[src/core_defs.svh]
// constants for the core status and pipeline control block
`ifndef CORE_DEFS_SVH
`define CORE_DEFS_SVH
`define RST_SP_ADDR      32'h0000_0000
`define RST_PC_ADDR      32'h0000_0004
`define TBL_ALIGN_BITS   20
`define TBL_KEEP_MASK    32'hfff0_0000
`define PSW_TRACE_BIT    15
`define PSW_SUPER_BIT    13
`define PSW_MASTER_BIT   12
`define PSW_MASK_LSB     8
`define PSW_WRITE_MASK   16'hb7ff
`define PSW_USER_MASK    16'h00ff
`define PSW_RESET        16'h2700
`define PREFETCH_STEP    32'h0000_0004
`define IBUF_DEPTH       3
`define CYC_REG_REG      3'h1
`define CYC_LOAD_LONG    3'h2
`define CYC_LOAD         3'h3
`define CYC_STORE        3'h1
`define CYC_RMW          3'h3
`define BASE_EN_BIT      0
`define BASE_WP_BIT      8
`define BASE_ADDR_MASK   32'hffff_0000
`endif

[src/core_pkg.sv]
// types shared by the core status and pipeline control block
package core_pkg;
    typedef enum logic [2:0] {
        OP_REG_REG,
        OP_LOAD,
        OP_LOAD_LONG,
        OP_STORE,
        OP_RMW,
        OP_BRANCH
    } op_class_t;
    typedef enum logic [1:0] {
        CR_PSW,
        CR_TBL,
        CR_SRAM,
        CR_FLASH
    } ctl_reg_t;
endpackage : core_pkg

[src/ibuf_if.sv]
// instruction buffer link between fetch and execute
`timescale 1ns/1ps
interface ibuf_if;
    logic        push;
    logic [31:0] push_data;
    logic        pop;
    logic [31:0] pop_data;
    logic        empty;
    logic        full;
    logic        flush;
    modport fill  (output push, output push_data, output flush, input full);
    modport drain (output pop, input pop_data, input empty);
    modport buf_side (input push, input push_data, input pop, input flush,
                      output pop_data, output empty, output full);
endinterface : ibuf_if

[src/core_ctrl.sv]
// status word, table base, memory bases and fetch/execute pipeline control
//==========================================================
`timescale 1ns/1ps
`include "core_defs.svh"
module core_ctrl
    import core_pkg::*;
(
    input  wire logic        CLK,          // core clock, 40 MHz
    input  wire logic        RST_N,        // synchronous reset, active low
    output logic [31:0]      BUS_ADDR,     // shared address bus
    output logic             BUS_REQ,      // bus cycle request
    output logic             BUS_WRITE,    // cycle is a write
    output logic [31:0]      BUS_WDATA,    // write data bus
    input  wire logic [31:0] BUS_RDATA,    // read data bus
    input  wire logic        BUS_ACK,      // read or write completes
    input  wire logic        OPND_REQ,     // execute wants an operand cycle
    input  wire logic        OPND_WRITE,   // operand cycle is a write
    input  wire logic [31:0] OPND_ADDR,    // operand address
    input  wire logic [31:0] OPND_WDATA,   // operand store data
    output logic             OPND_DONE,    // operand cycle finished
    output logic [31:0]      OPND_RDATA,   // operand read data
    output logic [31:0]      INST_WORD,    // instruction word to execute
    output logic             INST_VALID,   // instruction word offered
    input  wire logic        INST_TAKE,    // execute issues offered word
    input  wire op_class_t   INST_CLASS,   // class of issued word
    output logic             EXEC_BUSY,    // execute stage occupied
    input  wire logic        FLOW_VALID,   // change of flow resolved
    input  wire logic        FLOW_MISPRED, // outcome differs from guess
    input  wire logic [31:0] FLOW_TARGET,  // target from execute
    input  wire logic        BR_COND,      // conditional branch decoded
    input  wire logic        BR_BACKWARD,  // branch displacement negative
    output logic             BR_PREDICT,   // predicted taken
    input  wire logic        CR_WE,        // control register write
    input  wire ctl_reg_t    CR_SEL,       // control register select
    input  wire logic [31:0] CR_WDATA,     // control register write data
    output logic [31:0]      CR_RDATA,     // control register read data
    input  wire logic        INSN_DONE,    // an instruction completed
    output logic             TRACE_REQ,    // trace exception due
    input  wire logic [2:0]  IRQ_LEVEL,    // pending interrupt level
    input  wire logic        IRQ_EDGE7,    // edge-sensitive level seven
    output logic             IRQ_TAKE,     // interrupt not masked
    input  wire logic        IRQ_ENTRY,    // interrupt exception begins
    input  wire logic [9:0]  VEC_DISP,     // vector displacement
    output logic [31:0]      VEC_ADDR,     // vector fetch address
    input  wire logic        STK_SWAP_WE,  // write alternate stack
    input  wire logic [31:0] STK_WDATA,    // stack write data
    output logic [31:0]      ACTIVE_SP,    // active stack pointer
    output logic [31:0]      ALT_SP,       // alternate stack pointer
    output logic             SUPERVISOR,   // privilege level
    output logic             SRAM_HIT,     // address maps to sram
    output logic             FLASH_HIT,    // address maps to flash
    output logic             WRITE_BLOCK   // write to protected memory
);
    //==========================================================
    // state
    typedef enum logic [2:0] {ST_RST_SP, ST_RST_PC, ST_RUN, ST_FETCH, ST_OPND} fst_t;
    fst_t        st_ff;
    logic [31:0] pfa_ff;        // fetch_addr_stage prefetch address
    logic [31:0] iar_ff;        // instruction_address_reg
    logic [31:0] tbl_ff;        // exception_table_base
    logic [15:0] psw_ff;        // processor_status_word
    logic [31:0] sram_base_ff;  // sram_base_reg
    logic [31:0] flash_base_ff; // flash_base_reg
    logic [31:0] act_sp_ff;
    logic [31:0] alt_sp_ff;
    logic [31:0] word_ff;
    logic        word_vld_ff;
    logic        sup_mode;
    logic        bypass;
    logic        fetch_ack;
    logic        cyc_busy;
    ibuf_if      ib ();

    inst_buffer u_ibuf (
        .clk   (CLK),
        .rst_n (RST_N),
        .ib    (ib.buf_side)
    );

    cycle_timer u_timer (
        .clk   (CLK),
        .rst_n (RST_N),
        .start (INST_TAKE && INST_VALID),
        .op    (INST_CLASS),
        .busy  (cyc_busy),
        .last  ()
    );

    function automatic logic base_hit(input logic [31:0] base, input logic [31:0] a);
        return base[`BASE_EN_BIT] && ((a & `BASE_ADDR_MASK) == (base & `BASE_ADDR_MASK));
    endfunction : base_hit

    assign sup_mode = psw_ff[`PSW_SUPER_BIT];

    //==========================================================
    // bus arbitration: operands first, prefetch only when free
    always_comb begin
        BUS_REQ   = 1'b0;
        BUS_WRITE = 1'b0;
        BUS_ADDR  = pfa_ff;
        BUS_WDATA = OPND_WDATA;
        case (st_ff)
            ST_RST_SP: begin
                BUS_REQ  = 1'b1;
                BUS_ADDR = `RST_SP_ADDR;
            end
            ST_RST_PC: begin
                BUS_REQ  = 1'b1;
                BUS_ADDR = `RST_PC_ADDR;
            end
            ST_OPND: begin
                BUS_REQ   = 1'b1;
                BUS_WRITE = OPND_WRITE;
                BUS_ADDR  = OPND_ADDR;
            end
            ST_FETCH: begin
                BUS_REQ = 1'b1;                  // held until data or a flow change
            end
            default: begin
                BUS_REQ = 1'b0;
            end
        endcase
    end

    assign fetch_ack  = (st_ff == ST_FETCH) && BUS_ACK && !FLOW_VALID;
    assign OPND_DONE  = (st_ff == ST_OPND) && BUS_ACK;
    // no bypass while older words sit in the buffer, keeping order
    assign bypass     = fetch_ack && ib.empty && !word_vld_ff && INST_TAKE && !cyc_busy;

    //==========================================================
    // fetch sequencer
    always_ff @(posedge CLK) begin
        if (!RST_N) begin
            st_ff <= ST_RST_SP;
        end else begin
            case (st_ff)
                ST_RST_SP: if (BUS_ACK) st_ff <= ST_RST_PC;
                ST_RST_PC: if (BUS_ACK) st_ff <= ST_RUN;
                ST_RUN: begin
                    if (OPND_REQ) st_ff <= ST_OPND;
                    else if (!ib.full && !FLOW_VALID) st_ff <= ST_FETCH;
                end
                ST_FETCH: if (BUS_ACK || FLOW_VALID) st_ff <= ST_RUN;
                ST_OPND:  if (BUS_ACK) st_ff <= ST_RUN;
                default:  st_ff <= ST_RUN;
            endcase
        end
    end

    // prefetch address: step by four, redirect on mispredicted flow
    always_ff @(posedge CLK) begin
        if (!RST_N) begin
            pfa_ff <= 32'h0;
        end else if (st_ff == ST_RST_PC && BUS_ACK) begin
            pfa_ff <= BUS_RDATA;
        end else if (FLOW_VALID && FLOW_MISPRED) begin
            pfa_ff <= FLOW_TARGET;
        end else if (fetch_ack) begin
            pfa_ff <= pfa_ff + `PREFETCH_STEP;
        end
    end

    assign ib.flush     = FLOW_VALID && FLOW_MISPRED;
    assign ib.push      = fetch_ack && !bypass;
    assign ib.push_data = BUS_RDATA;
    // moving the head into the holding flop is the pop, so no word issues twice
    assign ib.pop       = !word_vld_ff && !cyc_busy;

    // head word held in a flop; issue data comes from it, or from BUS_RDATA on a bypass
    always_ff @(posedge CLK) begin
        if (!RST_N || ib.flush) begin
            word_ff     <= 32'h0;
            word_vld_ff <= 1'b0;
        end else if (!word_vld_ff && !ib.empty && !cyc_busy) begin
            word_ff     <= ib.pop_data;
            word_vld_ff <= 1'b1;
        end else if (INST_TAKE && word_vld_ff && !cyc_busy) begin
            word_vld_ff <= 1'b0;
        end
    end

    // issue waits for a word, either buffered or bypassed
    assign INST_VALID = !cyc_busy && (word_vld_ff || (fetch_ack && ib.empty));
    assign INST_WORD  = word_vld_ff ? word_ff : BUS_RDATA;
    assign EXEC_BUSY  = cyc_busy;
    assign BR_PREDICT = BR_COND && BR_BACKWARD;
    assign OPND_RDATA = BUS_RDATA;

    // executing address tracks issue, and flow targets from execute
    always_ff @(posedge CLK) begin
        if (!RST_N) begin
            iar_ff <= 32'h0;
        end else if (st_ff == ST_RST_PC && BUS_ACK) begin
            iar_ff <= BUS_RDATA;
        end else if (FLOW_VALID) begin
            iar_ff <= FLOW_TARGET;
        end else if (INST_TAKE && INST_VALID) begin
            iar_ff <= iar_ff + `PREFETCH_STEP;
        end
    end

    //==========================================================
    // status word: hardware entry beats a software write
    always_ff @(posedge CLK) begin
        if (!RST_N) begin
            psw_ff <= `PSW_RESET;
        end else if (IRQ_ENTRY) begin
            psw_ff[`PSW_MASTER_BIT] <= 1'b0;
            psw_ff[`PSW_SUPER_BIT]  <= 1'b1;
            psw_ff[`PSW_TRACE_BIT]  <= 1'b0;
        end else if (CR_WE && CR_SEL == CR_PSW) begin
            // reserved bits forced low, so careless writes stay harmless
            if (sup_mode) psw_ff <= CR_WDATA[15:0] & `PSW_WRITE_MASK;
            else psw_ff[7:0] <= CR_WDATA[7:0];
        end
    end

    // table base and memory bases are supervisor-only
    always_ff @(posedge CLK) begin
        if (!RST_N) begin
            tbl_ff        <= 32'h0;
            sram_base_ff  <= 32'h0;
            flash_base_ff <= 32'h0;
        end else if (CR_WE && sup_mode) begin
            if (CR_SEL == CR_TBL)   tbl_ff        <= CR_WDATA & `TBL_KEEP_MASK;
            if (CR_SEL == CR_SRAM)  sram_base_ff  <= CR_WDATA;
            if (CR_SEL == CR_FLASH) flash_base_ff <= CR_WDATA;
        end
    end

    // read mux; user mode sees only the flag byte
    always_comb begin
        case (CR_SEL)
            CR_PSW:   CR_RDATA = {16'h0, sup_mode ? psw_ff : (psw_ff & `PSW_USER_MASK)};
            CR_TBL:   CR_RDATA = sup_mode ? tbl_ff : 32'h0;
            CR_SRAM:  CR_RDATA = sup_mode ? sram_base_ff : 32'h0;
            CR_FLASH: CR_RDATA = sup_mode ? flash_base_ff : 32'h0;
            default:  CR_RDATA = 32'h0;
        endcase
    end

    assign VEC_ADDR   = tbl_ff + {22'h0, VEC_DISP};
    assign TRACE_REQ  = psw_ff[`PSW_TRACE_BIT] && INSN_DONE;
    assign IRQ_TAKE   = IRQ_EDGE7 || (IRQ_LEVEL > psw_ff[`PSW_MASK_LSB +: 3]);
    assign SUPERVISOR = sup_mode;
    assign SRAM_HIT   = base_hit(sram_base_ff, BUS_ADDR);
    assign FLASH_HIT  = base_hit(flash_base_ff, BUS_ADDR);
    assign WRITE_BLOCK = BUS_WRITE && ((SRAM_HIT && sram_base_ff[`BASE_WP_BIT]) ||
                                       (FLASH_HIT && flash_base_ff[`BASE_WP_BIT]));

    //==========================================================
    // stack pointers: physical pair, meaning follows privilege
    always_ff @(posedge CLK) begin
        if (!RST_N) begin
            act_sp_ff <= 32'h0;
            alt_sp_ff <= 32'h0;
        end else if (st_ff == ST_RST_SP && BUS_ACK) begin
            act_sp_ff <= BUS_RDATA;
        end else if (IRQ_ENTRY ? !sup_mode
                               : (CR_WE && CR_SEL == CR_PSW && sup_mode && !CR_WDATA[`PSW_SUPER_BIT])) begin
            // swap only when the privilege really flips; entry beats the write
            act_sp_ff <= alt_sp_ff;
            alt_sp_ff <= act_sp_ff;
        end else if (STK_SWAP_WE) begin
            alt_sp_ff <= STK_WDATA;
        end
    end

    assign ACTIVE_SP = act_sp_ff;
    assign ALT_SP    = alt_sp_ff;
endmodule : core_ctrl

[src/cycle_timer.sv]
// per-instruction execute-stage cycle counter
`timescale 1ns/1ps
`include "core_defs.svh"
module cycle_timer
    import core_pkg::*;
(
    input  wire logic      clk,      // core clock
    input  wire logic      rst_n,    // synchronous reset, active low
    input  wire logic      start,    // issue of a new instruction
    input  wire op_class_t op,       // class of issued instruction
    output logic           busy,     // more cycles remain
    output logic           last      // final cycle of instruction
);
    logic [2:0] left_ff;

    function automatic logic [2:0] class_cycles(input op_class_t c);
        case (c)
            OP_REG_REG:   return `CYC_REG_REG;
            OP_LOAD:      return `CYC_LOAD;
            OP_LOAD_LONG: return `CYC_LOAD_LONG;
            OP_STORE:     return `CYC_STORE;
            OP_RMW:       return `CYC_RMW;
            default:      return 3'h1;
        endcase
    endfunction : class_cycles

    // loaded on issue, counts down to zero
    always_ff @(posedge clk) begin
        if (!rst_n) begin
            left_ff <= 3'h0;
        end else if (start) begin
            left_ff <= class_cycles(op) - 3'h1;
        end else if (left_ff != 3'h0) begin
            left_ff <= left_ff - 3'h1;
        end
    end

    assign busy = (left_ff != 3'h0);
    assign last = (left_ff == 3'h1) || (start && class_cycles(op) == 3'h1);
endmodule : cycle_timer

[src/inst_buffer.sv]
// three-entry instruction buffer between fetch and execute
`timescale 1ns/1ps
`include "core_defs.svh"
module inst_buffer
    import core_pkg::*;
(
    input  wire logic clk,      // core clock
    input  wire logic rst_n,    // synchronous reset, active low
    ibuf_if.buf_side  ib        // fill and drain sides
);
    logic [31:0] mem_ff [`IBUF_DEPTH];
    logic [1:0]  wp_ff;
    logic [1:0]  rp_ff;
    logic [1:0]  cnt_ff;

    function automatic logic [1:0] wrap_inc(input logic [1:0] p);
        return (p == 2'h2) ? 2'h0 : p + 2'h1;
    endfunction : wrap_inc

    assign ib.empty    = (cnt_ff == 2'h0);
    assign ib.full     = (cnt_ff == 2'h3);
    assign ib.pop_data = mem_ff[rp_ff];

    // storage; a push while full is dropped, the filler must watch full
    always_ff @(posedge clk) begin
        if (ib.push && !ib.full && !ib.flush) begin
            mem_ff[wp_ff] <= ib.push_data;
        end
    end

    // pointers and count; flush throws away stale sequential words
    always_ff @(posedge clk) begin
        if (!rst_n || ib.flush) begin
            wp_ff  <= 2'h0;
            rp_ff  <= 2'h0;
            cnt_ff <= 2'h0;
        end else begin
            if (ib.push && !ib.full) wp_ff <= wrap_inc(wp_ff);
            if (ib.pop && !ib.empty) rp_ff <= wrap_inc(rp_ff);
            cnt_ff <= cnt_ff + {1'b0, ib.push && !ib.full} - {1'b0, ib.pop && !ib.empty};
        end
    end
endmodule : inst_buffer

[config.mk]
export PLATFORM = sky130hd
export DESIGN_NAME = core_ctrl
export DESIGN_NICKNAME = d
export VERILOG_FILES = /design/src/core_pkg.sv /design/src/ibuf_if.sv /design/src/core_ctrl.sv /design/src/cycle_timer.sv /design/src/inst_buffer.sv
export VERILOG_INCLUDE_DIRS = /design/src
export SDC_FILE = /design/constraint.sdc
export NUM_CORES = 1
export LEC_CHECK = 0
export BUFFER_PORTS_ARGS = -buffer_cell sky130_fd_sc_hd__clkbuf_2
export CORE_AREA = 2 2 192 194
export DETAILED_ROUTE_END_ITERATION = 10
export DIE_AREA = 0 0 194 196
export PLACE_DENSITY = 0.73
export SYNTH_ARGS = -nofsm -noshare
export SYNTH_HDL_FRONTEND = slang
export SYNTH_SLANG_ARGS = --single-unit
[constraint.sdc]
create_clock -name CLK -period 6.3 [get_ports CLK]
set_clock_uncertainty 0.2 [all_clocks]
set_input_delay 0.315 -clock CLK [delete_from_list [all_inputs] [get_ports CLK]]
set_output_delay 0.315 -clock CLK [all_outputs]
set_load 0.02 [all_outputs]
==> metrics.txt <==
Sequential Area=7510 um^2; largest net degree at the start of global routing=approximately 110; post-synthesis adder-cell area fraction=0.00524; Tmin final=3.80 ns; Die Span X=194 um; largest family of logic cells by synthesized area=simple AND/OR/NAND/NOR gates; crit-path max FO=between 50 and 60; CTS buffer count=37; slew margin rel.=0.225; FF+latch count, synth=327; global-route wire length before repair=83300 um; Final #Nets=2483; fmax=263 MHz; Max-Cap Viols=0; fin cells=2748; Synth Area in Compound Gates=0.165; Startpoint Class=register; multiplexer area fraction after synthesis=0.0969; Final setup viols=0; Clock Latency Late Sink=0.54 ns; synth unique cells=between 70 and 80; Max Slew Vio Count=0; Ports=493; Logic pwr share=0.149; initial antenna violation count=2; P_sw=1.51 mW; DR pass1 iterations=6; # rows=70; synth-to-layout area growth=24.0%; Post-synth EDFFs=96; Synth Area in Simple Gates=0.191; register clock-pin slew on the reported worst setup and hold paths=0.07 ns; TNS Setup=0 ns; unrepaired setup endpoints after global routing=no; Wirelength per Cell=a little under 20 um; Worst R2R Setup Slack=roughly 3.1 ns; Power per Cell Area=260 nW/um^2; Worst Setup Path Type=register to output port; dpl hpwl=roughly 37000 um; Worst Path Required=5.78 ns; die area=around 38000 um^2; Post-Syn Area=16700 um^2; xor/xnor share of the synthesized area=0.0157; Starting Density=0.463; most frequent cells in the layout=clkbuf_2 (398), nand2_1 (258), dfxtp_1 (230); Worst EP arrival=3.29 ns; Via density=roughly 5.7; clk sinks=around 330; Total Wirelength=54500 um; Syn Area/Cell=8.81 um^2; Worst VDD drop=195 uV; Hold Crit Class=input pin to register; Post-route DRC=0; layout cell share with drive strength beyond 1=0.243; Flop pwr share=0.436; crit end category=output port; root buffer cell=clkbuf_16; placer congestion estimate=between 0.8 and 0.9; final hold violation count=0; TritonCTS clock tree=built; commonest non-fill, non-tap cell in the layout=clkbuf_2; Vias=about 16000; core area=about 36000 um^2; Fill cells=around 3200; drt initial violations=1187; total grt overflow=0; Post-Syn Instances=1895; outcome=completed; Total GRT Usage=0.274; sequential share of the synthesized area=0.450; DRT antenna net count=0; clock group share of total power=0.414; area of the multi-input gates=8000 um^2; die height=roughly 200 um; Yosys warning count=0; Sw Share=0.280; internal power=3.88 mW; placed instance count=2577; Least-Margin Pin Slew=1.16 ns; vias in the first global route=between 10000 and 15000; number of buffers added on ports=between 300 and 400; Lkg Pwr=8.91 nW; Clock Tree Buf Depth=3; final period utilization=0.604; Power Total=5.39 mW; Synth async-reset ratio=0; # resized after CTS=0; main flop type after synthesis=dfxtp_1; htree depth=2; diodes inserted=0
what timing repair did:
action                    4_1_cts  5_1_grt
buffers inserted                0        0
hold buffers                  103        0
hold endpoints to repair      200        0
logic make-up after synthesis:
group,count (synthesis)
AO/OA/AOI/OAI,447
XOR/XNOR,30
adder cells (fa/ha/maj),7
buffers and inverters,246
flip-flops,327
multiplexers,156
other,1
AND/OR/NAND/NOR,681
power groups by stage:
| stage | logic (mW) | registers (mW) | clock network [mW] |
|---|---|---|---|
| detailed placement | 0.748 | 2.39 | 0 |
| floorplan | 0.482 | 2.41 | 0 |
| CTS | 0.801 | 2.35 | 2.26 |
| global placement | 0.732 | 2.39 | 0 |
| finish | 0.805 | 2.35 | 2.23 |
| global route | 0.872 | 2.36 | 2.34 |
path summary, 6_finish.rpt:
check	from	to	cells after the start
worst max register to register	u_timer.left_ff[2]	word_ff[25]	8
worst min register to register	psw_ff[0]	psw_ff[0]	2
worst max-delay path	st_ff[1]	SRAM_HIT	7
worst min-delay path	BUS_RDATA[10]	u_ibuf.mem_ff[2][10]	1
synthesized netlist by cell type, drive strengths merged (5+ instances only):
master,count,area [um^2]
a31oi,7,43.8
nand3,44,225
clkbuf,102,383
o211ai,5,37.5
or4,15,116
nor4,6,37.5
nor2b,10,62.6
and3,24,151
a221oi,13,114
edfxtp,96,2880
nor3b,6,50.1
mux2,45,507
a21oi,194,971
a22o,13,114
a22oi,14,105
buf,121,803
o31ai,12,90.1
or3,11,68.8
a211oi,75,563
nand4,10,77.6
xor2,13,114
nand2b,6,37.5
nor2,211,805
inv,23,86.3
nor4bb,10,100
a222oi,5,50.1
nand2,259,972
mux2i,111,1110
o21a,9,67.6
and2,39,244
dfxtp,231,4620
ha,7,87.6
xnor2,17,149
nor3,13,81.3
o21ai,69,345
area by class of cell:
type | count | share of cell area
multi-input cells | 1331 | 0.386
flip-flops and latches | 327 | 0.363
repair buffers | 531 | 0.157
clock buffers | 48 | 0.0491
well taps | 468 | 0.0283
clock inverters | 20 | 0.0123
inverters | 23 | 0.00429
worst max-delay path, stage by stage (launching register included):
cell and delay (ns):
dfxtp_1 0.34, buf_4 0.42, nor2_2 0.21, a311o_1 0.47, xor2_1 0.16, or3_1 0.37
nor4_1 0.49, clkbuf_2 0.26
per-layer routing:
layer,vias up,share of wire,track usage
li1,7376,-,-
met1,7366,0.40,0.346
met2,722,0.48,0.457
met3,124,0.084,0.0617
met4,4,0.037,0.106
met5,-,0.00061,0
sequential cells by signal (all words and copies together), names as in the netlist, 3 cells and up:
| name | cells |
|---|---|
| psw_ff | 14 |
| pfa_ff | 32 |
| word_ff | 32 |
| st_ff | 3 |
| tbl_ff | 12 |
| ACTIVE_SP | 32 |
| ALT_SP | 32 |
| flash_base_ff | 32 |
| sram_base_ff | 32 |
| u_ibuf.mem_ff | 96 |
| u_timer.left_ff | 3 |
per-stage QoR:
stage | hold slack, ns | setup WS [ns] | util | cell area (um^2)
after floorplan | 0.211 | 0.695 | - | 16700
after global placement | 0.230 | 3.06 | 0.510 | 18400
after detailed placement | 0.247 | 2.95 | 0.510 | 18400
after CTS | 0.000233 | 2.56 | 0.574 | 20700
after global routing | 0.000104 | 2.31 | 0.574 | 20700
final | 0.00231 | 2.50 | 0.574 | 20700
(Power assumes the default switching activity.)
